--- config.mk ---
export PLATFORM = sky130hd
export DESIGN_NAME = touch_sensor_command_control
export DESIGN_NICKNAME = d
export VERILOG_FILES = /design/src/touch_ctrl_pkg_unused_guard.sv /design/src/touch_ctrl_pkg.sv /design/src/i2c_cmd_if.sv /design/src/channel_run.sv /design/src/i2c_target.sv /design/src/touch_sensor_command_control.sv
export SDC_FILE = /design/constraint.sdc
export NUM_CORES = 1
export LEC_CHECK = 0
export BUFFER_PORTS_ARGS = -buffer_cell sky130_fd_sc_hd__buf_2
export CORE_AREA = 4 4 268 165
export CTS_CLUSTER_DIAMETER = 100
export CTS_CLUSTER_SIZE = 20
export DETAILED_ROUTE_END_ITERATION = 10
export DIE_AREA = 0 0 272 169
export GPL_ROUTABILITY_DRIVEN = 0
export PLACE_DENSITY_LB_ADDON = 0.1
export SYNTH_ARGS = -nofsm -noshare
export SYNTH_HDL_FRONTEND = slang
export SYNTH_SLANG_ARGS = --single-unit
--- constraint.sdc ---
create_clock -name mclk_i -period 3.7 [get_ports mclk_i]
set_input_delay 0.74 -clock mclk_i [delete_from_list [all_inputs] [get_ports mclk_i]]
set_output_delay 0.74 -clock mclk_i [all_outputs]
set_load 0.01 [all_outputs]
--- src/touch_ctrl_pkg_unused_guard.sv ---
`default_nettype none
`default_nettype wire

--- src/touch_ctrl_pkg.sv ---
`default_nettype none
package touch_ctrl_pkg;
  localparam int NUM_CH   = 8;
  localparam int CH_IDX_W = 3;
  localparam int TIMER_W  = 12;
  localparam int CLK_MHZ  = 50;

  // opcodes
  localparam logic [7:0] OP_SOFT_RESET = 8'h00;
  localparam logic [7:0] OP_CLR_INT    = 8'h03;
  localparam logic [7:0] OP_SLEEP      = 8'h05;
  localparam logic [7:0] OP_WAKE       = 8'h06;
  localparam logic [7:0] OP_WR_SETUP   = 8'h30;
  localparam logic [7:0] OP_RD_SETUP   = 8'h33;
  localparam logic [7:0] OP_WR_TUNE    = 8'h35;
  localparam logic [7:0] OP_RD_TUNE    = 8'h36;
  localparam logic [7:0] OP_WR_CHMASK  = 8'h39;
  localparam logic [7:0] OP_RD_CHMASK  = 8'h3a;
  localparam logic [7:0] OP_INT_BUS    = 8'h3c;

  // register reset values
  localparam logic [7:0] SETUP_RST  = 8'h00;
  localparam logic [7:0] TUNE_RST   = 8'h0c;
  localparam logic [7:0] CHMASK_RST = 8'hff;
  localparam logic [7:0] TOUCH_RST  = 8'h00;

  // setup register fields
  localparam int OPM_HI   = 7;
  localparam int OPM_LO   = 6;
  localparam int SWM_BIT  = 5;
  localparam int INTM_BIT = 1;
  localparam logic [1:0] OPM_SECONDARY = 2'h1;
  localparam logic [1:0] OPM_PRIMARY   = 2'h2;

  // upper six bits of the 7-bit bus address
  localparam logic [5:0] ADDR_BASE = 6'h1d;

  // run of equal-direction steps that marks a channel active
  localparam logic [6:0] ACT_RUN = 7'h40;

  // pin synchroniser: {scl, sda, addr select, sleep, ref, sense[7:0]}
  localparam int SYNC_W = 4 + NUM_CH + 1;
  localparam logic [SYNC_W-1:0] SYNC_RST = 13'h1800;

  // timing
  localparam int STARTUP_US = 50;
  localparam int CHARGE_NS  = 200;
  localparam int RACE_NS    = 2000;
  localparam int GAP_NS     = 1000;
  localparam logic [TIMER_W-1:0] STARTUP_CYC = TIMER_W'(STARTUP_US * CLK_MHZ);
  localparam logic [TIMER_W-1:0] CHARGE_CYC  = TIMER_W'((CHARGE_NS * CLK_MHZ + 999) / 1000);
  localparam logic [TIMER_W-1:0] RACE_CYC    = TIMER_W'((RACE_NS * CLK_MHZ) / 1000);
  localparam logic [TIMER_W-1:0] GAP_CYC     = TIMER_W'((GAP_NS * CLK_MHZ + 999) / 1000);

  typedef enum logic [1:0] {SRC_SENSOR, SRC_SETUP, SRC_TUNE, SRC_CHMASK} rd_src_t;
endpackage
`default_nettype wire

--- src/i2c_cmd_if.sv ---
`timescale 1ns/1ps
`default_nettype none
interface i2c_cmd_if;
  logic       evt_op;
  logic       evt_wr;
  logic       rd_start;
  logic       rd_next;
  logic [7:0] data_byte;
  logic       sda_drive;
  logic [7:0] rd_data;
  logic       rd_skip;

  modport target (
    output evt_op, evt_wr, rd_start, rd_next, data_byte, sda_drive,
    input  rd_data, rd_skip
  );
  modport ctrl (
    input  evt_op, evt_wr, rd_start, rd_next, data_byte, sda_drive,
    output rd_data, rd_skip
  );
endinterface
`default_nettype wire

--- src/channel_run.sv ---
`timescale 1ns/1ps
`default_nettype none
module channel_run (
  input  wire logic clk_i,
  input  wire logic rst_i,
  input  wire logic up_i,
  input  wire logic down_i,
  output logic      active_o
);
  import touch_ctrl_pkg::*;

  logic [6:0] cnt_ff;
  logic [6:0] nxt_cnt;
  logic       dir_up_ff;
  logic       nxt_dir_up;
  logic       active_ff;
  logic       nxt_active;

  always_comb
  begin
    nxt_cnt    = cnt_ff;
    nxt_dir_up = dir_up_ff;
    nxt_active = active_ff;
    if (up_i)
    begin
      nxt_dir_up = 1'b1;
      if (!dir_up_ff)
        nxt_cnt = 7'h01;
      else if (cnt_ff != ACT_RUN)
        nxt_cnt = cnt_ff + 7'h01;
      if (dir_up_ff && cnt_ff + 7'h01 >= ACT_RUN)
        nxt_active = 1'b1;
    end
    else if (down_i)
    begin
      nxt_dir_up = 1'b0;
      if (dir_up_ff)
      begin
        nxt_cnt    = 7'h01;
        nxt_active = 1'b0;
      end
      else if (cnt_ff != ACT_RUN)
        nxt_cnt = cnt_ff + 7'h01;
    end
  end

  always_ff @(posedge clk_i)
  begin
    if (rst_i)
    begin
      cnt_ff    <= 7'h00;
      dir_up_ff <= 1'b0;
      active_ff <= 1'b0;
    end
    else
    begin
      cnt_ff    <= nxt_cnt;
      dir_up_ff <= nxt_dir_up;
      active_ff <= nxt_active;
    end
  end

  assign active_o = active_ff;
endmodule
`default_nettype wire

--- src/i2c_target.sv ---
`timescale 1ns/1ps
`default_nettype none
module i2c_target (
  input  wire logic       clk_i,
  input  wire logic       rst_i,
  input  wire logic       scl_i,
  input  wire logic       sda_i,
  input  wire logic [6:0] own_addr_i,
  i2c_cmd_if.target       ifc
);
  typedef enum logic [2:0] {T_IDLE, T_ADDR, T_ADDR_ACK, T_WR, T_WR_ACK, T_RD, T_RD_ACK} tstate_t;

  tstate_t    st_ff, nxt_st;
  logic [3:0] cnt_ff, nxt_cnt;
  logic [7:0] sh_ff, nxt_sh;
  logic       drv_ff, nxt_drv;
  logic       rw_ff, nxt_rw;
  logic       first_ff, nxt_first;
  logic       skip_ff, nxt_skip;
  logic       scl_d_ff, sda_d_ff;
  logic       op_ff, nxt_op, wr_ff, nxt_wr, rs_ff, nxt_rs, rn_ff, nxt_rn;
  logic       rise, fall, start, stop;

  assign rise  = scl_i & ~scl_d_ff;
  assign fall  = ~scl_i & scl_d_ff;
  assign start = scl_i & scl_d_ff & sda_d_ff & ~sda_i;
  assign stop  = scl_i & scl_d_ff & ~sda_d_ff & sda_i;

  always_comb
  begin
    nxt_st = st_ff; nxt_cnt = cnt_ff; nxt_sh = sh_ff; nxt_drv = drv_ff;
    nxt_rw = rw_ff; nxt_first = first_ff; nxt_skip = skip_ff;
    nxt_op = 1'b0; nxt_wr = 1'b0; nxt_rs = 1'b0; nxt_rn = 1'b0;
    if (start)
    begin
      nxt_st = T_ADDR; nxt_cnt = 4'h0; nxt_drv = 1'b0; nxt_first = 1'b1;
    end
    else if (stop)
    begin
      nxt_st = T_IDLE; nxt_drv = 1'b0;
    end
    else
    begin
      unique case (st_ff)
        T_IDLE: ;
        T_ADDR, T_WR:
          if (rise)
          begin
            nxt_sh  = {sh_ff[6:0], sda_i};
            nxt_cnt = cnt_ff + 4'h1;
          end
          else if (fall && cnt_ff == 4'h8)
          begin
            if (st_ff == T_WR)
            begin
              nxt_drv = 1'b1; nxt_st = T_WR_ACK; nxt_first = 1'b0;
              nxt_op = first_ff; nxt_wr = ~first_ff;
            end
            else if (sh_ff[7:1] == own_addr_i)
            begin
              nxt_drv = 1'b1; nxt_st = T_ADDR_ACK; nxt_rw = sh_ff[0];
              nxt_rs = sh_ff[0];
            end
            else
              nxt_st = T_IDLE;
          end
        T_WR_ACK:
          if (fall)
          begin
            nxt_drv = 1'b0; nxt_cnt = 4'h0; nxt_st = T_WR;
          end
        T_ADDR_ACK, T_RD_ACK:
          if (rise && st_ff == T_RD_ACK)
          begin
            if (sda_i)
              nxt_st = T_IDLE;
            else
              nxt_rn = 1'b1;
          end
          else if (fall)
          begin
            nxt_cnt = 4'h0;
            if (rw_ff)
            begin
              nxt_st = T_RD; nxt_sh = ifc.rd_data; nxt_skip = ifc.rd_skip;
              nxt_drv = ~ifc.rd_data[7] & ~ifc.rd_skip;
            end
            else
            begin
              nxt_st = T_WR; nxt_drv = 1'b0;
            end
          end
        T_RD:
          if (rise)
            nxt_cnt = cnt_ff + 4'h1;
          else if (fall)
          begin
            if (cnt_ff == 4'h8)
            begin
              nxt_drv = 1'b0; nxt_st = T_RD_ACK;
            end
            else
            begin
              nxt_sh = {sh_ff[6:0], 1'b0}; nxt_drv = ~sh_ff[6] & ~skip_ff;
            end
          end
      endcase
    end
  end

  always_ff @(posedge clk_i)
  begin
    if (rst_i)
    begin
      st_ff <= T_IDLE; cnt_ff <= 4'h0; sh_ff <= 8'h00; drv_ff <= 1'b0;
      rw_ff <= 1'b0; first_ff <= 1'b0; skip_ff <= 1'b0;
      scl_d_ff <= 1'b1; sda_d_ff <= 1'b1;
      op_ff <= 1'b0; wr_ff <= 1'b0; rs_ff <= 1'b0; rn_ff <= 1'b0;
    end
    else
    begin
      st_ff <= nxt_st; cnt_ff <= nxt_cnt; sh_ff <= nxt_sh; drv_ff <= nxt_drv;
      rw_ff <= nxt_rw; first_ff <= nxt_first; skip_ff <= nxt_skip;
      scl_d_ff <= scl_i; sda_d_ff <= sda_i;
      op_ff <= nxt_op; wr_ff <= nxt_wr; rs_ff <= nxt_rs; rn_ff <= nxt_rn;
    end
  end

  assign ifc.evt_op    = op_ff;
  assign ifc.evt_wr    = wr_ff;
  assign ifc.rd_start  = rs_ff;
  assign ifc.rd_next   = rn_ff;
  assign ifc.data_byte = sh_ff;
  assign ifc.sda_drive = drv_ff;
endmodule
`default_nettype wire

--- src/touch_sensor_command_control.sv ---
// Operation
// - channels are raced one after another against the shared reference element
// - reference trips first gives an up step, sensor first a down step
// - each channel counts same-direction steps, restarting on direction reversal
// - active flag sets only after 64 uninterrupted up steps
// - sample spacing follows the oscillator tuning register
// - touch state holds the flags; any state change raises the interrupt, only a new touch while INTM_BIT is set
// - opcode 00h is a data-less soft reset
// - soft reset restores channels and registers, ends interrupt-over-bus mode
// - opcode 03h releases the active-low interrupt output
// - sleep on opcode 05h or pin high, resume on 06h or pin low
// - command sleep and pin sleep are held apart, each ended by its source
// - sleep stops oscillator and regulator, keeps registers and bus answers
// - leaving sleep reruns start-up with fast reservoir charging
// - opcode 30h writes setup byte, 33h reads it back
// - opcode 35h writes tuning byte, 36h reads it back
// - opcode 39h writes channel mask byte, 3Ah reads it back
// - opcode 3Ch enters interrupt-over-bus mode
// - tuning and mask change only by their write commands and by reset
// - read transfer returns touch state and releases the interrupt
// - every further read byte repeats the source of the first byte (touch state or the register selected by 33h/36h/3Ah)
// - cascaded devices alternate bytes within one read
// - no reset pin; power-on reset and soft reset only
// - direct mode bit follows activation and release without a read
// - address select pin is the address LSB
`timescale 1ns/1ps
`default_nettype none
module touch_sensor_command_control (
  input  wire logic                                 mclk_i,
  input  wire logic                                 rst_i,
  input  wire logic                                 scl_i,
  input  wire logic                                 sda_i,
  output logic                                      sda_o,
  output logic                                      sda_oe_o,
  input  wire logic                                 addr_select_pin_i,
  input  wire logic                                 sleep_pin_i,
  input  wire logic                                 ref_cmp_i,
  input  wire logic [touch_ctrl_pkg::NUM_CH-1:0]    sense_cmp_i,
  output logic                                      rc_charge_o,
  output logic [touch_ctrl_pkg::CH_IDX_W-1:0]       sample_sel_o,
  output logic [touch_ctrl_pkg::NUM_CH-1:0]         up_step_pulse_o,
  output logic [touch_ctrl_pkg::NUM_CH-1:0]         down_step_pulse_o,
  output logic [touch_ctrl_pkg::NUM_CH-1:0]         channel_active_flags_o,
  output logic                                      fast_charge_o,
  output logic                                      osc_en_o,
  output logic                                      vreg_en_o,
  output logic                                      int_n_o,
  output logic                                      int_over_bus_o,
  output logic [7:0]                                setup_o,
  output logic [7:0]                                osc_tuning_o
);
  import touch_ctrl_pkg::*;

  typedef enum logic [1:0] {SC_START, SC_CHARGE, SC_RACE, SC_GAP} scan_t;

  logic [SYNC_W-1:0]   sync1_ff, sync2_ff;
  logic                scl_s, sda_s, a0_s, sleep_s, ref_s;
  logic [NUM_CH-1:0]   sense_s;
  logic                rst_all;
  logic [NUM_CH-1:0]   active;

  logic [7:0]          setup_ff, nxt_setup, tune_ff, nxt_tune, chmask_ff, nxt_chmask;
  logic [7:0]          last_op_ff, nxt_last_op;
  logic                cmd_sleep_ff, nxt_cmd_sleep, int_bus_ff, nxt_int_bus;
  logic                soft_rst_ff, nxt_soft_rst, rd_odd_ff, nxt_rd_odd;
  rd_src_t             rd_sel_ff, nxt_rd_sel, cur_src_ff, nxt_cur_src;

  logic [NUM_CH-1:0]   touch_ff, nxt_touch, rise_act, chg;
  logic                pend_ff, nxt_pend, int_n_ff, nxt_int_n, touch_state_reg_rd, clr_int;
  logic [NUM_CH-1:0]   flags_ff;

  scan_t               sc_ff, nxt_sc;
  logic [TIMER_W-1:0]  timer_ff, nxt_timer, gap_len;
  logic [CH_IDX_W-1:0] ch_ff, nxt_ch;
  logic                charge_ff, nxt_charge, fast_ff, nxt_fast, osc_ff, nxt_osc;
  logic [NUM_CH-1:0]   up_ff, nxt_up, dn_ff, nxt_dn;
  logic                asleep;

  i2c_cmd_if bus_if ();

  // pin inputs pass two flops before use
  always_ff @(posedge mclk_i)
  begin
    if (rst_i)
    begin
      sync1_ff <= SYNC_RST;
      sync2_ff <= SYNC_RST;
    end
    else
    begin
      sync1_ff <= {scl_i, sda_i, addr_select_pin_i, sleep_pin_i, ref_cmp_i, sense_cmp_i};
      sync2_ff <= sync1_ff;
    end
  end
  assign {scl_s, sda_s, a0_s, sleep_s, ref_s, sense_s} = sync2_ff;

  // power-on reset plus the registered soft reset pulse
  assign rst_all = rst_i | soft_rst_ff;

  i2c_target u_target (
    .clk_i      (mclk_i),
    .rst_i      (rst_i),
    .scl_i      (scl_s),
    .sda_i      (sda_s),
    .own_addr_i ({ADDR_BASE, a0_s}),
    .ifc        (bus_if.target)
  );

  genvar g;
  generate
    for (g = 0; g < NUM_CH; g++)
    begin : g_ch
      channel_run u_run (
        .clk_i    (mclk_i),
        .rst_i    (rst_all),
        .up_i     (up_ff[g]),
        .down_i   (dn_ff[g]),
        .active_o (active[g])
      );
    end
  endgenerate

  // command decode and register file
  always_comb
  begin
    nxt_setup = setup_ff; nxt_tune = tune_ff; nxt_chmask = chmask_ff;
    nxt_last_op = last_op_ff; nxt_cmd_sleep = cmd_sleep_ff; nxt_int_bus = int_bus_ff;
    nxt_soft_rst = 1'b0; nxt_rd_sel = rd_sel_ff; nxt_cur_src = cur_src_ff;
    nxt_rd_odd = rd_odd_ff;
    if (bus_if.evt_op)
    begin
      nxt_last_op = bus_if.data_byte;
      case (bus_if.data_byte)
        OP_SOFT_RESET: nxt_soft_rst = 1'b1;
        OP_SLEEP:      nxt_cmd_sleep = 1'b1;
        OP_WAKE:       nxt_cmd_sleep = 1'b0;
        OP_INT_BUS:    nxt_int_bus = 1'b1;
        OP_RD_SETUP:   nxt_rd_sel = SRC_SETUP;
        OP_RD_TUNE:    nxt_rd_sel = SRC_TUNE;
        OP_RD_CHMASK:  nxt_rd_sel = SRC_CHMASK;
        default:       ;
      endcase
    end
    if (bus_if.evt_wr)
    begin
      case (last_op_ff)
        OP_WR_SETUP:  nxt_setup = bus_if.data_byte;
        OP_WR_TUNE:   nxt_tune = bus_if.data_byte;
        OP_WR_CHMASK: nxt_chmask = bus_if.data_byte;
        default:      ;
      endcase
    end
    if (bus_if.rd_start)
    begin
      nxt_cur_src = rd_sel_ff;
      nxt_rd_sel  = SRC_SENSOR;
      nxt_rd_odd  = 1'b0;
    end
    else if (bus_if.rd_next)
      nxt_rd_odd = ~rd_odd_ff;
  end

  always_comb
  begin
    bus_if.rd_data = touch_ff;
    unique case (cur_src_ff)
      SRC_SENSOR: bus_if.rd_data = touch_ff;
      SRC_SETUP:  bus_if.rd_data = setup_ff;
      SRC_TUNE:   bus_if.rd_data = tune_ff;
      SRC_CHMASK: bus_if.rd_data = chmask_ff;
    endcase
    // primary answers even bytes, secondary odd ones
    bus_if.rd_skip = (setup_ff[OPM_HI:OPM_LO] == OPM_PRIMARY && rd_odd_ff) ||
                     (setup_ff[OPM_HI:OPM_LO] == OPM_SECONDARY && !rd_odd_ff);
  end

  always_ff @(posedge mclk_i)
  begin
    if (rst_all)
    begin
      setup_ff <= SETUP_RST; tune_ff <= TUNE_RST; chmask_ff <= CHMASK_RST;
      last_op_ff <= OP_SOFT_RESET; cmd_sleep_ff <= 1'b0; int_bus_ff <= 1'b0;
      rd_sel_ff <= SRC_SENSOR; cur_src_ff <= SRC_SENSOR; rd_odd_ff <= 1'b0;
    end
    else
    begin
      setup_ff <= nxt_setup; tune_ff <= nxt_tune; chmask_ff <= nxt_chmask;
      last_op_ff <= nxt_last_op; cmd_sleep_ff <= nxt_cmd_sleep; int_bus_ff <= nxt_int_bus;
      rd_sel_ff <= nxt_rd_sel; cur_src_ff <= nxt_cur_src; rd_odd_ff <= nxt_rd_odd;
    end
  end

  always_ff @(posedge mclk_i)
  begin
    if (rst_i)
      soft_rst_ff <= 1'b0;
    else
      soft_rst_ff <= nxt_soft_rst;
  end

  // touch state and interrupt
  always_comb
  begin
    touch_state_reg_rd  = bus_if.rd_start && rd_sel_ff == SRC_SENSOR;
    clr_int  = (bus_if.evt_op && bus_if.data_byte == OP_CLR_INT) || touch_state_reg_rd;
    rise_act = active & ~flags_ff;
    if (setup_ff[SWM_BIT])
      nxt_touch = (touch_ff & ~{NUM_CH{touch_state_reg_rd}}) | rise_act;
    else
      nxt_touch = active;
    if (setup_ff[INTM_BIT])
      chg = nxt_touch & ~touch_ff;
    else
      chg = nxt_touch ^ touch_ff;
    nxt_pend  = (|chg) | (pend_ff & ~clr_int);
    nxt_int_n = ~(nxt_pend & ~nxt_int_bus);
  end

  always_ff @(posedge mclk_i)
  begin
    if (rst_all)
    begin
      touch_ff <= TOUCH_RST; pend_ff <= 1'b0; int_n_ff <= 1'b1; flags_ff <= '0;
    end
    else
    begin
      touch_ff <= nxt_touch; pend_ff <= nxt_pend; int_n_ff <= nxt_int_n; flags_ff <= active;
    end
  end

  // sleep control and channel scan
  assign asleep  = cmd_sleep_ff | sleep_s;
  assign gap_len = GAP_CYC + {4'h0, tune_ff[4:0], 3'h0};

  always_comb
  begin
    nxt_sc = sc_ff; nxt_timer = timer_ff; nxt_ch = ch_ff;
    nxt_charge = 1'b0; nxt_fast = 1'b0; nxt_up = '0; nxt_dn = '0;
    nxt_osc = ~asleep;
    if (asleep)
    begin
      nxt_sc = SC_START; nxt_timer = STARTUP_CYC;
    end
    else
    begin
      unique case (sc_ff)
        SC_START:
          if (timer_ff == '0)
          begin
            nxt_sc = SC_CHARGE; nxt_timer = CHARGE_CYC - 12'h001; nxt_charge = 1'b1;
          end
          else
          begin
            nxt_fast = 1'b1; nxt_timer = timer_ff - 12'h001;
          end
        SC_CHARGE:
          if (!chmask_ff[ch_ff])
          begin
            nxt_sc = SC_GAP; nxt_timer = gap_len;
          end
          else if (timer_ff == '0)
          begin
            nxt_sc = SC_RACE; nxt_timer = RACE_CYC - 12'h001;
          end
          else
          begin
            nxt_charge = 1'b1; nxt_timer = timer_ff - 12'h001;
          end
        SC_RACE:
          if (sense_s[ch_ff])
          begin
            nxt_dn[ch_ff] = 1'b1; nxt_sc = SC_GAP; nxt_timer = gap_len;
          end
          else if (ref_s)
          begin
            nxt_up[ch_ff] = 1'b1; nxt_sc = SC_GAP; nxt_timer = gap_len;
          end
          else if (timer_ff == '0)
          begin
            nxt_sc = SC_GAP; nxt_timer = gap_len;
          end
          else
            nxt_timer = timer_ff - 12'h001;
        SC_GAP:
          if (timer_ff == '0)
          begin
            nxt_ch = ch_ff + 3'h1;
            nxt_sc = SC_CHARGE; nxt_timer = CHARGE_CYC - 12'h001; nxt_charge = 1'b1;
          end
          else
            nxt_timer = timer_ff - 12'h001;
      endcase
    end
  end

  always_ff @(posedge mclk_i)
  begin
    if (rst_i)
    begin
      sc_ff <= SC_START; timer_ff <= STARTUP_CYC; ch_ff <= '0; charge_ff <= 1'b0;
      fast_ff <= 1'b0; osc_ff <= 1'b0; up_ff <= '0; dn_ff <= '0;
    end
    else
    begin
      sc_ff <= nxt_sc; timer_ff <= nxt_timer; ch_ff <= nxt_ch; charge_ff <= nxt_charge;
      fast_ff <= nxt_fast; osc_ff <= nxt_osc; up_ff <= nxt_up; dn_ff <= nxt_dn;
    end
  end

  assign sda_o                  = 1'b0;
  assign sda_oe_o               = bus_if.sda_drive;
  assign rc_charge_o            = charge_ff;
  assign sample_sel_o           = ch_ff;
  assign up_step_pulse_o        = up_ff;
  assign down_step_pulse_o      = dn_ff;
  assign channel_active_flags_o = flags_ff;
  assign fast_charge_o          = fast_ff;
  assign osc_en_o               = osc_ff;
  assign vreg_en_o              = osc_ff;
  assign int_n_o                = int_n_ff;
  assign int_over_bus_o         = int_bus_ff;
  assign setup_o                = setup_ff;
  assign osc_tuning_o           = tune_ff;
endmodule
`default_nettype wire

==> metrics.txt, run 1 <==
# TYPE chip_impl_metric gauge
chip_impl_info{name="run_status",value="completed"} 1
chip_impl_metric{name="vdd_drop_max",unit="V"} 0.000199
chip_impl_metric{name="fp.coreArea",unit="µm²"} 41600
chip_impl_metric{name="p_total",unit="µW"} 4620
chip_impl_metric{name="io_buffer_count",unit=""} 64
chip_impl_metric{name="final-setup-viol-count",unit=""} 0
chip_impl_metric{name="row_count",unit=""} 58
chip_impl_metric{name="post_synth_xor_area_fraction",unit="%"} 3.14
chip_impl_metric{name="totalWireLength",unit="mm"} 28.6
chip_impl_metric{name="area_growth_syn_to_layout",unit="%"} 11.6
chip_impl_metric{name="fin_tns_setup",unit="ps"} 0
chip_impl_metric{name="cellLeakagePower",unit="µW"} 0.00430
chip_impl_metric{name="cts.sink_count",unit=""} 217
chip_impl_metric{name="worst_ep_required_time",unit="ps"} 4090
chip_impl_metric{name="synth_enable_flop_cells",unit=""} 0
chip_impl_metric{name="hpwlAfterDp",unit="mm"} 20.8
chip_impl_metric{name="drc",unit=""} 0
chip_impl_metric{name="report.final.hold_viol_count",unit=""} 0
chip_impl_info{name="rsz0062_at_grt",value="false"} 1
chip_impl_metric{name="synth-seq-cells",unit=""} 217
chip_impl_metric{name="hold_ws",unit="ps"} 413
chip_impl_metric{name="vias",unit=""} 8245
chip_impl_info{name="tritoncts",value="yes"} 1
chip_impl_metric{name="dr.first_iter.drc_count",unit=""} 591
chip_impl_metric{name="die_w",unit="µm"} 272
chip_impl_metric{name="power_density",unit="nW/µm²"} 400
chip_impl_metric{name="synth.top_cell.area_share",unit="%"} 42.0
chip_impl_metric{name="postSynthAreaPerCell",unit="µm²"} 8.56
chip_impl_metric{name="finalNetCount",unit=""} 1285
chip_impl_metric{name="vias_per_cell",unit=""} 4.56
chip_impl_metric{name="post-cts-setup-buffer-count",unit=""} 0
chip_impl_metric{name="insertion_delay",unit="ps"} 500
chip_impl_metric{name="synth-compound-area-share",unit="%"} 13.5
chip_impl_metric{name="ctsHoldBuffers",unit=""} 0
chip_impl_metric{name="r2r.worst_path.cells",unit=""} 6
chip_impl_metric{name="post_synth_fa_ha_maj_area_fraction",unit="%"} 4.12
chip_impl_metric{name="synth_fp_nets",unit=""} 1257
chip_impl_metric{name="detailed_place.area",unit="µm²"} 11100
chip_impl_metric{name="floorplan.initialDensity",unit="%"} 24.9
chip_impl_metric{name="cts-htree-levels",unit=""} 1
chip_impl_metric{name="timing_max_transition_violations_final",unit=""} 0
chip_impl_info{name="critical_path.endpoint",value="timer_ff[0]$_SDFF_PP0_"} 1
chip_impl_metric{name="drt_pass1_iterations",unit=""} 6
chip_impl_metric{name="syn_std_cell_area",unit="µm²"} 10300
chip_impl_metric{name="critical_path_peak_fanout",unit=""} 17
chip_impl_metric{name="drive_above_1_share",unit="%"} 12.2
chip_impl_info{name="yosys.area.top_type",value="sky130_fd_sc_hd__dfxtp_1"} 1
chip_impl_info{name="layout_commonest_cell",value="sky130_fd_sc_hd__dfxtp_1"} 1
chip_impl_metric{name="post_synth_mux_area_share",unit="%"} 7.41
chip_impl_metric{name="ys_types",unit=""} 71
chip_impl_metric{name="synth-async-reset-ratio",unit="%"} 0
chip_impl_metric{name="final.min_clock_period",unit="ps"} 2740
chip_impl_metric{name="yosys.area_share.simple",unit="%"} 24.7
chip_impl_metric{name="ys_warns",unit=""} 0
chip_impl_metric{name="grt.overflow.total",unit=""} 0
chip_impl_info{name="hold_class",value="register to register"} 1
chip_impl_metric{name="max-cap-violations",unit=""} 0
chip_impl_metric{name="first_pass_grt_wire_length",unit="mm"} 46.0
chip_impl_metric{name="ctsResizeCount",unit=""} 0
chip_impl_metric{name="drt.antenna.violating_nets",unit=""} 0
chip_impl_metric{name="slew_headroom",unit="%"} 46.5
chip_impl_metric{name="clock_path_buffers",unit=""} 3
chip_impl_metric{name="synthesis.instances",unit=""} 1208
chip_impl_info{name="path_class",value="register to register"} 1
chip_impl_metric{name="numCtsBuffers",unit=""} 14
chip_impl_info{name="layout.cells.most_common_list",value="sky130_fd_sc_hd__dfxtp_1, sky130_fd_sc_hd__nor2_1, sky130_fd_sc_hd__a21oi_1, sky130_fd_sc_hd__nand2_1, sky130_fd_sc_hd__o21ai_0"} 1
chip_impl_info{name="regToRegStartpoint",value="sample_sel_o[0]$_SDFFE_PP0P_"} 1
chip_impl_metric{name="dieHeight",unit="µm"} 169
chip_impl_metric{name="final.setup_skew",unit="ps"} 19.0
chip_impl_metric{name="final_standard_cell_utilization_of_the_core",unit="%"} 27.7
chip_impl_metric{name="fillCellCount",unit=""} 4406
chip_impl_info{name="worst_setup_path_end_kind",value="register"} 1
chip_impl_metric{name="final_cell_area",unit="µm²"} 11500
chip_impl_info{name="timing.critical_path.from",value="sample_sel_o[0]$_SDFFE_PP0P_"} 1
chip_impl_metric{name="arrival",unit="ps"} 3130
chip_impl_metric{name="final_min_period_over_clock_period",unit="%"} 73.9
chip_impl_info{name="synth_top_family_by_area",value="simple AND/OR/NAND/NOR gates"} 1
chip_impl_info{name="synth_ff_type",value="sky130_fd_sc_hd__dfxtp_1"} 1
chip_impl_metric{name="routedWlPerCell",unit="µm"} 15.8
chip_impl_info{name="ctsRootBufferMaster",value="sky130_fd_sc_hd__clkbuf_16"} 1
chip_impl_info{name="setup.worst_path.start_class",value="register"} 1
chip_impl_metric{name="grt_pass1_vias",unit=""} 7839
chip_impl_metric{name="grt_start_max_net_pins",unit=""} 39
chip_impl_metric{name="tightestPinTransition",unit="ps"} 795
chip_impl_metric{name="synth.yosys.seq_area_share",unit="%"} 42.0
chip_impl_metric{name="number_of_top_level_pins",unit=""} 66
chip_impl_metric{name="regToRegSetupSlack",unit="ps"} 960
chip_impl_metric{name="floorplan.die_area",unit="µm²"} 46000
chip_impl_metric{name="track_usage",unit="%"} 12.4
chip_impl_metric{name="antenna_violations_before_repair",unit=""} 0
chip_impl_info{name="rr_endpoint",value="timer_ff[0]$_SDFF_PP0_"} 1
chip_impl_info{name="yosys-top-cells-area",value="sky130_fd_sc_hd__dfxtp_1, sky130_fd_sc_hd__nor2_1, sky130_fd_sc_hd__a21oi_1, sky130_fd_sc_hd__mux2i_1, sky130_fd_sc_hd__ha_1"} 1
chip_impl_metric{name="clkTransAtPathRegs",unit="ps"} 90
chip_impl_metric{name="max_freq",unit="GHz"} 0.366
## metal layers
| layer | wire [µm] | vias up | track usage, % |
|---|---|---|---|
| met2 | 11600 | 81 | 17.9 |
| met5 | 0 | - | 0 |
| li1 | - | 4221 | - |
| met4 | 329 | 0 | 1.97 |
| met1 | 15900 | 3921 | 19.5 |
| met3 | 822 | 22 | 1.98 |
## sequential cells by signal (all words and copies together) (netlist names), 12 cells and up
register           cells
sync2_ff              13
timer_ff              12
g_ch.u_run.cnt_ff     56
sync1_ff              13
## logic make-up after synthesis
family,after synthesis
and+or+nand+nor,505
DFF,217
buffers and inverters,115
muxes,63
xor gates and xnor gates,37
AOI/OAI and AO/OA,236
other,1
adders and majority gates,34
## per-stage QoR
stage | instances | setup WS, ps
floorplan | 1208 | 1430
global placement | 1790 | 1060
detailed placement | 1790 | 993
CTS | 1806 | 957
global route | 1806 | 818
finish | 1807 | 965
## worst min path at each step
stage	from	endpoint	slack, ps	depth (start not counted)
final	sync1_ff[11]$_SDFF_PP1_	sync2_ff[11]$_SDFF_PP1_	410	1
after global routing	scl_i	sync1_ff[12]$_SDFF_PP1_	400	2
after CTS	sda_i	sync1_ff[11]$_SDFF_PP1_	400	2
after detailed placement	sync1_ff[11]$_SDFF_PP1_	sync2_ff[11]$_SDFF_PP1_	390	1
after global placement	sync1_ff[12]$_SDFF_PP1_	sync2_ff[12]$_SDFF_PP1_	390	1
after floorplan	sync1_ff[11]$_SDFF_PP1_	sync2_ff[11]$_SDFF_PP1_	390	1
## area by class of cell
class	instances	area (µm²)	area share, %
multi-input combinational	876	5480	47.5
sequential	217	4340	37.7
tap	570	713	6.19
timing repair buffer	75	415	3.60
clock buffer	15	375	3.26
inverter	52	195	1.69
clock inverter	1	5.00	0.0434
antenna	1	2.50	0.0217
## cells in the mapped netlist (16+ instances only)
cell type                  number
sky130_fd_sc_hd__nor4_1        16
sky130_fd_sc_hd__or3b_2        21
sky130_fd_sc_hd__nor3_1        27
sky130_fd_sc_hd__buf_4         19
sky130_fd_sc_hd__o21ai_0       74
sky130_fd_sc_hd__nor2b_1       34
sky130_fd_sc_hd__mux2i_1       48
sky130_fd_sc_hd__xnor2_1       24
sky130_fd_sc_hd__nand2b_1      16
sky130_fd_sc_hd__and3_1        23
sky130_fd_sc_hd__or3_1         22
sky130_fd_sc_hd__nand2_1       91
sky130_fd_sc_hd__nor2_1       161
sky130_fd_sc_hd__a21oi_1      100
sky130_fd_sc_hd__dfxtp_1      217
sky130_fd_sc_hd__clkbuf_1      37
sky130_fd_sc_hd__ha_1          34
sky130_fd_sc_hd__inv_1         51
sky130_fd_sc_hd__and2_1        22
sky130_fd_sc_hd__nand3_1       35
## critical path, stage by stage, from the launching register on
cell                        delay, ps
sky130_fd_sc_hd__dfxtp_1          760
sky130_fd_sc_hd__mux2_1           380
sky130_fd_sc_hd__mux4_2           530
sky130_fd_sc_hd__or3_4            410
sky130_fd_sc_hd__o21ai_2          190
sky130_fd_sc_hd__nor2_1            70
sky130_fd_sc_hd__a2111oi_2        290
## power breakdown
part	switching [µW]	internal, µW	total, µW
logic	329	235	564
clock network	851	728	1580
registers	67.9	2410	2470
Power figures use the tool's default switching activity.
==> inputs of run 2 (changes only) <==
==> constraint.sdc (replaced) <==
create_clock -name mclk_i -period 2.2 [get_ports mclk_i]
set_input_delay 0.44 -clock mclk_i [delete_from_list [all_inputs] [get_ports mclk_i]]
set_output_delay 0.44 -clock mclk_i [all_outputs]
set_load 0.01 [all_outputs]
==> run 2 against run 1 <==
Compared with the run above:
- the run now ends with setup timing left
- first-iteration DRC count shrank 25%
- fmax grew 21%
- sequential power grew 68%
==> metrics.txt, run 2 (synthesis results as in run 1) <==
# TYPE chip_impl_metric gauge
chip_impl_info{name="run_status",value="complete, but fails checks"} 1
chip_impl_info{name="violations",value="setup timing"} 1
chip_impl_metric{name="vdd_drop_max",unit="V"} 0.000357
chip_impl_metric{name="critical_path_peak_fanout",unit=""} 12
chip_impl_metric{name="arrival",unit="ps"} 2650
chip_impl_info{name="min-delay-start",value="sda_i"} 1
chip_impl_info{name="regToRegStartpoint",value="sample_sel_o[0]$_SDFFE_PP0P_"} 1
chip_impl_metric{name="seqCellArea",unit="µm²"} 4350
chip_impl_info{name="layout_commonest_cell",value="sky130_fd_sc_hd__dfxtp_1"} 1
chip_impl_info{name="route.top_layer_used",value="met4"} 1
chip_impl_info{name="rr_endpoint",value="timer_ff[5]$_SDFF_PP0_"} 1
chip_impl_metric{name="vias_per_cell",unit=""} 4.48
chip_impl_metric{name="intPower",unit="µW"} 5800
chip_impl_metric{name="power_share_of_the_clock_group",unit="%"} 33.8
chip_impl_metric{name="wl_met2",unit="mm"} 11.8
chip_impl_metric{name="final-instance-count-excl-fill",unit=""} 1868
chip_impl_metric{name="final_critical_path_setup_slack",unit="ps"} -67.9
chip_impl_metric{name="dr.first_iter.drc_count",unit=""} 443
chip_impl_metric{name="max-cap-violations",unit=""} 0
chip_impl_info{name="setup.worst_path.start_class",value="register"} 1
chip_impl_metric{name="numCtsBuffers",unit=""} 14
chip_impl_metric{name="clkTransAtPathRegs",unit="ps"} 90
chip_impl_metric{name="die_w",unit="µm"} 272
chip_impl_metric{name="r2r.worst_path.cells",unit=""} 7
chip_impl_metric{name="worst_ep_required_time",unit="ps"} 2580
chip_impl_metric{name="insertion_delay",unit="ps"} 500
chip_impl_metric{name="regToRegSetupSlack",unit="ps"} -70
chip_impl_metric{name="met3_length",unit="µm"} 853
chip_impl_metric{name="numPlacedInstances",unit=""} 1850
chip_impl_metric{name="max_freq",unit="GHz"} 0.441
chip_impl_info{name="rsz0062_at_grt",value="true"} 1
chip_impl_metric{name="antenna_violations_before_repair",unit=""} 0
chip_impl_info{name="reg.largest.list",value="g_ch.u_run.cnt_ff x56, sync1_ff x13, sync2_ff x13"} 1
chip_impl_metric{name="final-setup-viol-count",unit=""} 5
chip_impl_info{name="ctsRootBufferMaster",value="sky130_fd_sc_hd__clkbuf_16"} 1
chip_impl_metric{name="place_worst_setup_slack",unit="ps"} -36.6
chip_impl_info{name="worst_setup_path_end_kind",value="register"} 1
chip_impl_metric{name="grt.overflow.total",unit=""} 0
chip_impl_metric{name="drt.antenna.violating_nets",unit=""} 0
chip_impl_info{name="hold_class",value="input port to register"} 1
chip_impl_metric{name="grt_start_max_net_pins",unit=""} 35
chip_impl_metric{name="fp.coreArea",unit="µm²"} 41600
chip_impl_metric{name="ctsHoldBuffers",unit=""} 0
chip_impl_metric{name="drive_above_1_share",unit="%"} 17.6
chip_impl_metric{name="track_usage",unit="%"} 12.7
chip_impl_metric{name="number_of_top_level_pins",unit=""} 66
chip_impl_metric{name="sw_frac_of_total",unit="%"} 26.8
chip_impl_info{name="tritoncts",value="yes"} 1
chip_impl_metric{name="drt_pass1_iterations",unit=""} 6
chip_impl_metric{name="clock_path_buffers",unit=""} 3
chip_impl_metric{name="fillCellCount",unit=""} 4414
chip_impl_metric{name="antenna_cells_inserted",unit=""} 0
chip_impl_metric{name="drc",unit=""} 0
chip_impl_metric{name="report.final.hold_viol_count",unit=""} 0
chip_impl_info{name="layout.cells.most_common_list",value="sky130_fd_sc_hd__dfxtp_1, sky130_fd_sc_hd__nor2_1, sky130_fd_sc_hd__a21oi_1, sky130_fd_sc_hd__nand2_1, sky130_fd_sc_hd__o21ai_0"} 1
chip_impl_metric{name="vias",unit=""} 8368
chip_impl_metric{name="power_switching",unit="µW"} 2130
chip_impl_metric{name="cells_on_worst_hold_path",unit=""} 2
chip_impl_metric{name="final.min_clock_period",unit="ps"} 2270
chip_impl_metric{name="power_density",unit="nW/µm²"} 657
chip_impl_metric{name="multi_input_area",unit="µm²"} 5550
chip_impl_metric{name="finalNetCount",unit=""} 1346
chip_impl_metric{name="tightestPinTransition",unit="ps"} 756
chip_impl_metric{name="final.setup_skew",unit="ps"} 12.9
chip_impl_metric{name="cts-htree-levels",unit=""} 1
chip_impl_metric{name="floorplan.die_area",unit="µm²"} 46000
chip_impl_metric{name="routedWlPerCell",unit="µm"} 15.7
chip_impl_metric{name="io_buffer_count",unit=""} 64
chip_impl_metric{name="totalWireLength",unit="mm"} 29.4
chip_impl_info{name="path_class",value="register to register"} 1
chip_impl_metric{name="area_growth_syn_to_layout",unit="%"} 16.9
chip_impl_metric{name="cellLeakagePower",unit="µW"} 0.00463
chip_impl_metric{name="combinationalPowerShare",unit="%"} 13.8
chip_impl_metric{name="met1Wirelength",unit="mm"} 16.3
chip_impl_info{name="max_flop_register",value="g_ch.u_run.cnt_ff"} 1
chip_impl_metric{name="grt_pass1_vias",unit=""} 7885
chip_impl_metric{name="first_pass_grt_wire_length",unit="mm"} 46.9
chip_impl_metric{name="hpwlAfterDp",unit="mm"} 21.7
chip_impl_metric{name="cts.sink_count",unit=""} 217
chip_impl_metric{name="dieHeight",unit="µm"} 169
chip_impl_metric{name="largest_register_ffs",unit=""} 56
chip_impl_info{name="holdPathEnd",value="sync1_ff[11]$_SDFF_PP1_"} 1
chip_impl_metric{name="timing_max_transition_violations_final",unit=""} 0
chip_impl_metric{name="slew_headroom",unit="%"} 49.5
chip_impl_metric{name="floorplan.initialDensity",unit="%"} 24.9
chip_impl_metric{name="row_count",unit=""} 58
chip_impl_metric{name="final_min_period_over_clock_period",unit="%"} 103
chip_impl_metric{name="sequentialPowerShare",unit="%"} 52.4
==> run 2: changes by cell type in the layout (fill, tap and decap cells not counted), sizes merged <==
cell | before | now
buf | 75 | 136
clkbuf | 15 | 17
clkinv | 2 | 1
diode | 1 | 0
==> run 2: critical path: stages, from the launching register on <==
cell and delay [ps]:
sky130_fd_sc_hd__dfxtp_4 380, sky130_fd_sc_hd__buf_4 190, sky130_fd_sc_hd__nor2b_1 140, sky130_fd_sc_hd__mux4_2 490, sky130_fd_sc_hd__a211o_1 320, sky130_fd_sc_hd__or3_1 330
sky130_fd_sc_hd__a32oi_1 240, sky130_fd_sc_hd__a21oi_2 70
==> run 2: how the worst max path moves through the flow <==
stage	from	end	slack, ps	cells past startpoint
3_5_place_dp	sample_sel_o[0]$_SDFFE_PP0P_	timer_ff[4]$_SDFF_PP0_	-40	7
6_report	sample_sel_o[0]$_SDFFE_PP0P_	timer_ff[5]$_SDFF_PP0_	-70	7
5_1_grt	sample_sel_o[0]$_SDFFE_PP0P_	timer_ff[5]$_SDFF_PP0_	-150	7
4_1_cts	sample_sel_o[0]$_SDFFE_PP0P_	timer_ff[0]$_SDFF_PP0_	-30	6
2_1_floorplan	sample_sel_o[0]$_SDFFE_PP0P_	timer_ff[0]$_SDFF_PP0_	-20	7
3_3_place_gp	sample_sel_o[0]$_SDFFE_PP0P_	timer_ff[7]$_SDFF_PP1_	-30	7
==> run 2: metal layers <==
metal	vias up	track usage (%)
met5	-	0
met4	0	2.21
met3	19	2.04
met2	85	18.0
met1	3915	20.1
li1	4349	-
==> run 2: power groups by stage <==
stage | logic [µW] | registers (µW) | clock network [µW]
finish | 1100 | 4160 | 2680
global route | 1230 | 4180 | 2960
CTS | 1070 | 4160 | 2840
detailed placement | 1030 | 4250 | 0
global placement | 1050 | 4250 | 0
floorplan | 727 | 4220 | 0
==> run 2: metrics by stage <==
| stage | area, µm² | hold slack (ps) | utilization (%) | total power, µW | TNS [ps] |
|---|---|---|---|---|---|
| 2_1_floorplan | 10300 | 389 | - | 4950 | -57.7 |
| 3_3_place_gp | 11600 | 401 | 27.9 | 5310 | -107 |
| 3_5_place_dp | 11600 | 401 | 27.9 | 5280 | -151 |
| 4_1_cts | 12000 | 92.9 | 28.9 | 8060 | -71.3 |
| 5_1_grt | 12100 | 100 | 29.0 | 8360 | -1350 |
| 6_report | 12100 | 122 | 29.0 | 7930 | -172 |
==> run 2: what timing repair did <==
| action | in CTS | in global routing |
|---|---|---|
| setup buffers | 1 | 0 |
| gates resized for setup | 5 | 16 |
| pin swaps | 2 | 12 |
| cloned | 0 | 0 |
| endpoints found under the setup margin | 11 | 18 |
==> run 2: area by class of cell <==
class                           instances  share of cell area (%)
Tap cell                              570                    5.90
Multi-Input combinational cell        876                    46.0
Sequential cell                       217                    36.0
Clock buffer                           17                    3.25
Inverter                               52                    1.62
Timing Repair Buffer                  136                    7.26
==> inputs of run 3 (changes only) <==
--- a/config.mk
+++ b/config.mk
@@ -6,11 +6,11 @@
 export NUM_CORES = 1
 export LEC_CHECK = 0
 export BUFFER_PORTS_ARGS = -buffer_cell sky130_fd_sc_hd__buf_2
-export CORE_AREA = 4 4 268 165
+export CORE_AREA = 4 4 182 114
 export CTS_CLUSTER_DIAMETER = 100
 export CTS_CLUSTER_SIZE = 20
 export DETAILED_ROUTE_END_ITERATION = 10
-export DIE_AREA = 0 0 272 169
+export DIE_AREA = 0 0 186 118
 export GPL_ROUTABILITY_DRIVEN = 0
 export PLACE_DENSITY_LB_ADDON = 0.1
 export SYNTH_ARGS = -nofsm -noshare
==> run 3 against run 2 <==
Compared with the run above:
- the flow still finishes with violations (setup timing)
- via count up 2.3%
- fmax rose by 2.9%
- core utilization up 32 points
- cell count fell by 18%
- sequential power barely moved
- critical path depth stayed put
- setup slack improved by 65 ps
- sequential share of layout area rose by 1.6 points
- first-iteration DRC count is 73% higher
- routed wire length down 17%
- clock skew is 2.2 ps higher
- count of clock-buffer cells in the layout fell by 2
- highest routed layer unchanged
==> metrics.txt, run 3 (synthesis results as in run 1) <==
# TYPE chip_impl_metric gauge
chip_impl_info{name="run_status",value="complete, but fails checks"} 1
chip_impl_info{name="violations",value="setup timing"} 1
chip_impl_metric{name="cells_on_worst_hold_path",unit=""} 2
chip_impl_metric{name="antenna_cells_inserted",unit=""} 0
chip_impl_metric{name="final_critical_path_setup_slack",unit="ps"} -2.91
chip_impl_info{name="rr_endpoint",value="timer_ff[5]$_SDFF_PP0_"} 1
chip_impl_metric{name="fp.coreArea",unit="µm²"} 18800
chip_impl_metric{name="drt_pass1_iterations",unit=""} 5
chip_impl_metric{name="antenna_violations_before_repair",unit=""} 0
chip_impl_info{name="cp_cell_sequence",value="buf_6 > nor2b_4 > mux4_2 > a211o_4 > or3_1 > a32oi_1 > a21oi_1"} 1
chip_impl_info{name="min-delay-start",value="sda_i"} 1
chip_impl_info{name="regToRegStartpoint",value="sample_sel_o[0]$_SDFFE_PP0P_"} 1
chip_impl_metric{name="clkTransAtPathRegs",unit="ps"} 90
chip_impl_metric{name="final_standard_cell_utilization_of_the_core",unit="%"} 61.5
chip_impl_info{name="reg.largest.list",value="g_ch.u_run.cnt_ff x56, sync1_ff x13, sync2_ff x13"} 1
chip_impl_info{name="layout.cells.most_common_list",value="sky130_fd_sc_hd__dfxtp_1, sky130_fd_sc_hd__nor2_1, sky130_fd_sc_hd__a21oi_1, sky130_fd_sc_hd__nand2_1, sky130_fd_sc_hd__o21ai_0"} 1
chip_impl_metric{name="hpwlAfterDp",unit="mm"} 17.6
chip_impl_metric{name="cellLeakagePower",unit="µW"} 0.00457
chip_impl_info{name="worst_setup_path_end_kind",value="register"} 1
chip_impl_metric{name="drc",unit=""} 0
chip_impl_metric{name="slew_headroom",unit="%"} 59.0
chip_impl_metric{name="final.min_clock_period",unit="ps"} 2200
chip_impl_info{name="timing.critical_path.from",value="sample_sel_o[0]$_SDFFE_PP0P_"} 1
chip_impl_metric{name="regToRegSetupSlack",unit="ps"} -3
chip_impl_metric{name="number_of_top_level_pins",unit=""} 66
chip_impl_metric{name="floorplan.initialDensity",unit="%"} 54.9
chip_impl_metric{name="max-cap-violations",unit=""} 0
chip_impl_metric{name="vias",unit=""} 8562
chip_impl_metric{name="vias_per_cell",unit=""} 5.59
chip_impl_metric{name="report.final.hold_viol_count",unit=""} 0
chip_impl_metric{name="power_density",unit="nW/µm²"} 668
chip_impl_info{name="ctsRootBufferMaster",value="sky130_fd_sc_hd__clkbuf_16"} 1
chip_impl_info{name="layout_commonest_cell",value="sky130_fd_sc_hd__dfxtp_1"} 1
chip_impl_metric{name="crit_path_max_incr_delay",unit="ps"} 520
chip_impl_metric{name="critical_path_peak_fanout",unit=""} 6
chip_impl_metric{name="vdd_drop_max",unit="V"} 0.000886
chip_impl_info{name="holdPathEnd",value="sync1_ff[11]$_SDFF_PP1_"} 1
chip_impl_metric{name="row_count",unit=""} 39
chip_impl_metric{name="finalNetCount",unit=""} 1334
chip_impl_metric{name="max_freq",unit="GHz"} 0.454
chip_impl_metric{name="routedWlPerCell",unit="µm"} 15.8
chip_impl_info{name="tritoncts",value="yes"} 1
chip_impl_metric{name="cts.sink_count",unit=""} 217
chip_impl_metric{name="tightestPinTransition",unit="ps"} 614
chip_impl_metric{name="dieHeight",unit="µm"} 118
chip_impl_metric{name="grt.overflow.total",unit=""} 0
chip_impl_metric{name="fin_tns_setup",unit="ps"} -2.91
chip_impl_metric{name="largest_register_ffs",unit=""} 56
chip_impl_metric{name="grt_pass1_vias",unit=""} 7698
chip_impl_metric{name="timing_max_transition_violations_final",unit=""} 0
chip_impl_metric{name="cts-htree-levels",unit=""} 1
chip_impl_metric{name="die_w",unit="µm"} 186
chip_impl_info{name="path_class",value="register to register"} 1
chip_impl_metric{name="io_buffer_count",unit=""} 64
chip_impl_info{name="max_flop_register",value="g_ch.u_run.cnt_ff"} 1
chip_impl_metric{name="numCtsBuffers",unit=""} 14
chip_impl_metric{name="dr.first_iter.drc_count",unit=""} 767
chip_impl_info{name="rsz0062_at_grt",value="true"} 1
chip_impl_metric{name="r2r.worst_path.cells",unit=""} 7
chip_impl_metric{name="floorplan.die_area",unit="µm²"} 21900
chip_impl_metric{name="track_usage",unit="%"} 21.9
chip_impl_metric{name="drt.antenna.violating_nets",unit=""} 0
chip_impl_metric{name="fillCellCount",unit=""} 1675
chip_impl_metric{name="grt_start_max_net_pins",unit=""} 26
chip_impl_info{name="setup.worst_path.start_class",value="register"} 1
chip_impl_metric{name="first_pass_grt_wire_length",unit="mm"} 40.5
chip_impl_metric{name="ctsHoldBuffers",unit=""} 0
chip_impl_info{name="hold_class",value="input port to register"} 1
chip_impl_metric{name="totalWireLength",unit="mm"} 24.2
chip_impl_metric{name="final.setup_skew",unit="ps"} 15.1
chip_impl_info{name="timing.critical_path.slowest_stage_cell",value="sky130_fd_sc_hd__mux4_2"} 1
chip_impl_metric{name="clock_path_buffers",unit=""} 3
chip_impl_metric{name="final_min_period_over_clock_period",unit="%"} 100
chip_impl_metric{name="worst_ep_required_time",unit="ps"} 2560
chip_impl_metric{name="insertion_delay",unit="ps"} 480
chip_impl_metric{name="place_worst_setup_slack",unit="ps"} -41.3
chip_impl_metric{name="area_growth_syn_to_layout",unit="%"} 12.0
chip_impl_metric{name="drive_above_1_share",unit="%"} 16.7
chip_impl_metric{name="final-setup-viol-count",unit=""} 1
chip_impl_metric{name="arrival",unit="ps"} 2560
## run 3: worst max-delay path: cells and delay by family (launching register included)
family          cells  cell delay [ps]
buf+inv             1              130
compound gates      3              610
flops               1              380
mux                 1              520
simple gates        2              420
## run 3: repair_timing
item                                    CTS  global route
cloned                                    0             0
endpoints found under the setup margin    3            18
resized for setup                         4            19
pin swaps                                 6             8
buffers inserted                          0             2
## run 3: layer usage
metal	track usage (%)	part of all wire, %	vias up
met5	0	0	-
met3	2.87	4.9	24
li1	-	-	4324
met1	37.0	54	4006
met4	3.32	1.4	0
met2	29.3	40	208
## run 3: cell type report
| type | instances | area (µm²) | share of cell area [%] |
|---|---|---|---|
| inverters | 52 | 195 | 1.69 |
| repair buffers | 124 | 786 | 6.79 |
| clock inverters | 1 | 5.00 | 0.0432 |
| well taps | 246 | 308 | 2.66 |
| multi-input cells | 876 | 5560 | 48.0 |
| flip-flops and latches | 217 | 4350 | 37.6 |
| clock buffers | 15 | 375 | 3.24 |
## run 3: power breakdown
part,internal (µW),total (µW),switching (µW)
registers,4040,4160,112
logic,485,1070,582
clock network,1220,2510,1290
total,5750,7740,1990
## run 3: worst max path at each step
stage | end | slack [ps] | cells past startpoint
3_5_place_dp | timer_ff[0]$_SDFF_PP0_ | -40 | 6
4_1_cts | timer_ff[0]$_SDFF_PP0_ | -40 | 6
2_1_floorplan | timer_ff[0]$_SDFF_PP0_ | -20 | 7
3_3_place_gp | timer_ff[0]$_SDFF_PP0_ | 20 | 6
6_report | timer_ff[5]$_SDFF_PP0_ | -3 | 7
5_1_grt | timer_ff[0]$_SDFF_PP0_ | -80 | 6
## run 3: per-stage QoR
stage | power, µW | cell area, µm² | hold slack [ps] | std cells
finish | 7740 | 11600 | 138 | 1531
global route | 8130 | 11600 | 131 | 1531
floorplan | 4950 | 10300 | 389 | 1208
detailed placement | 5230 | 11100 | 401 | 1513
global placement | 5220 | 11100 | 391 | 1513
CTS | 7740 | 11500 | 125 | 1529
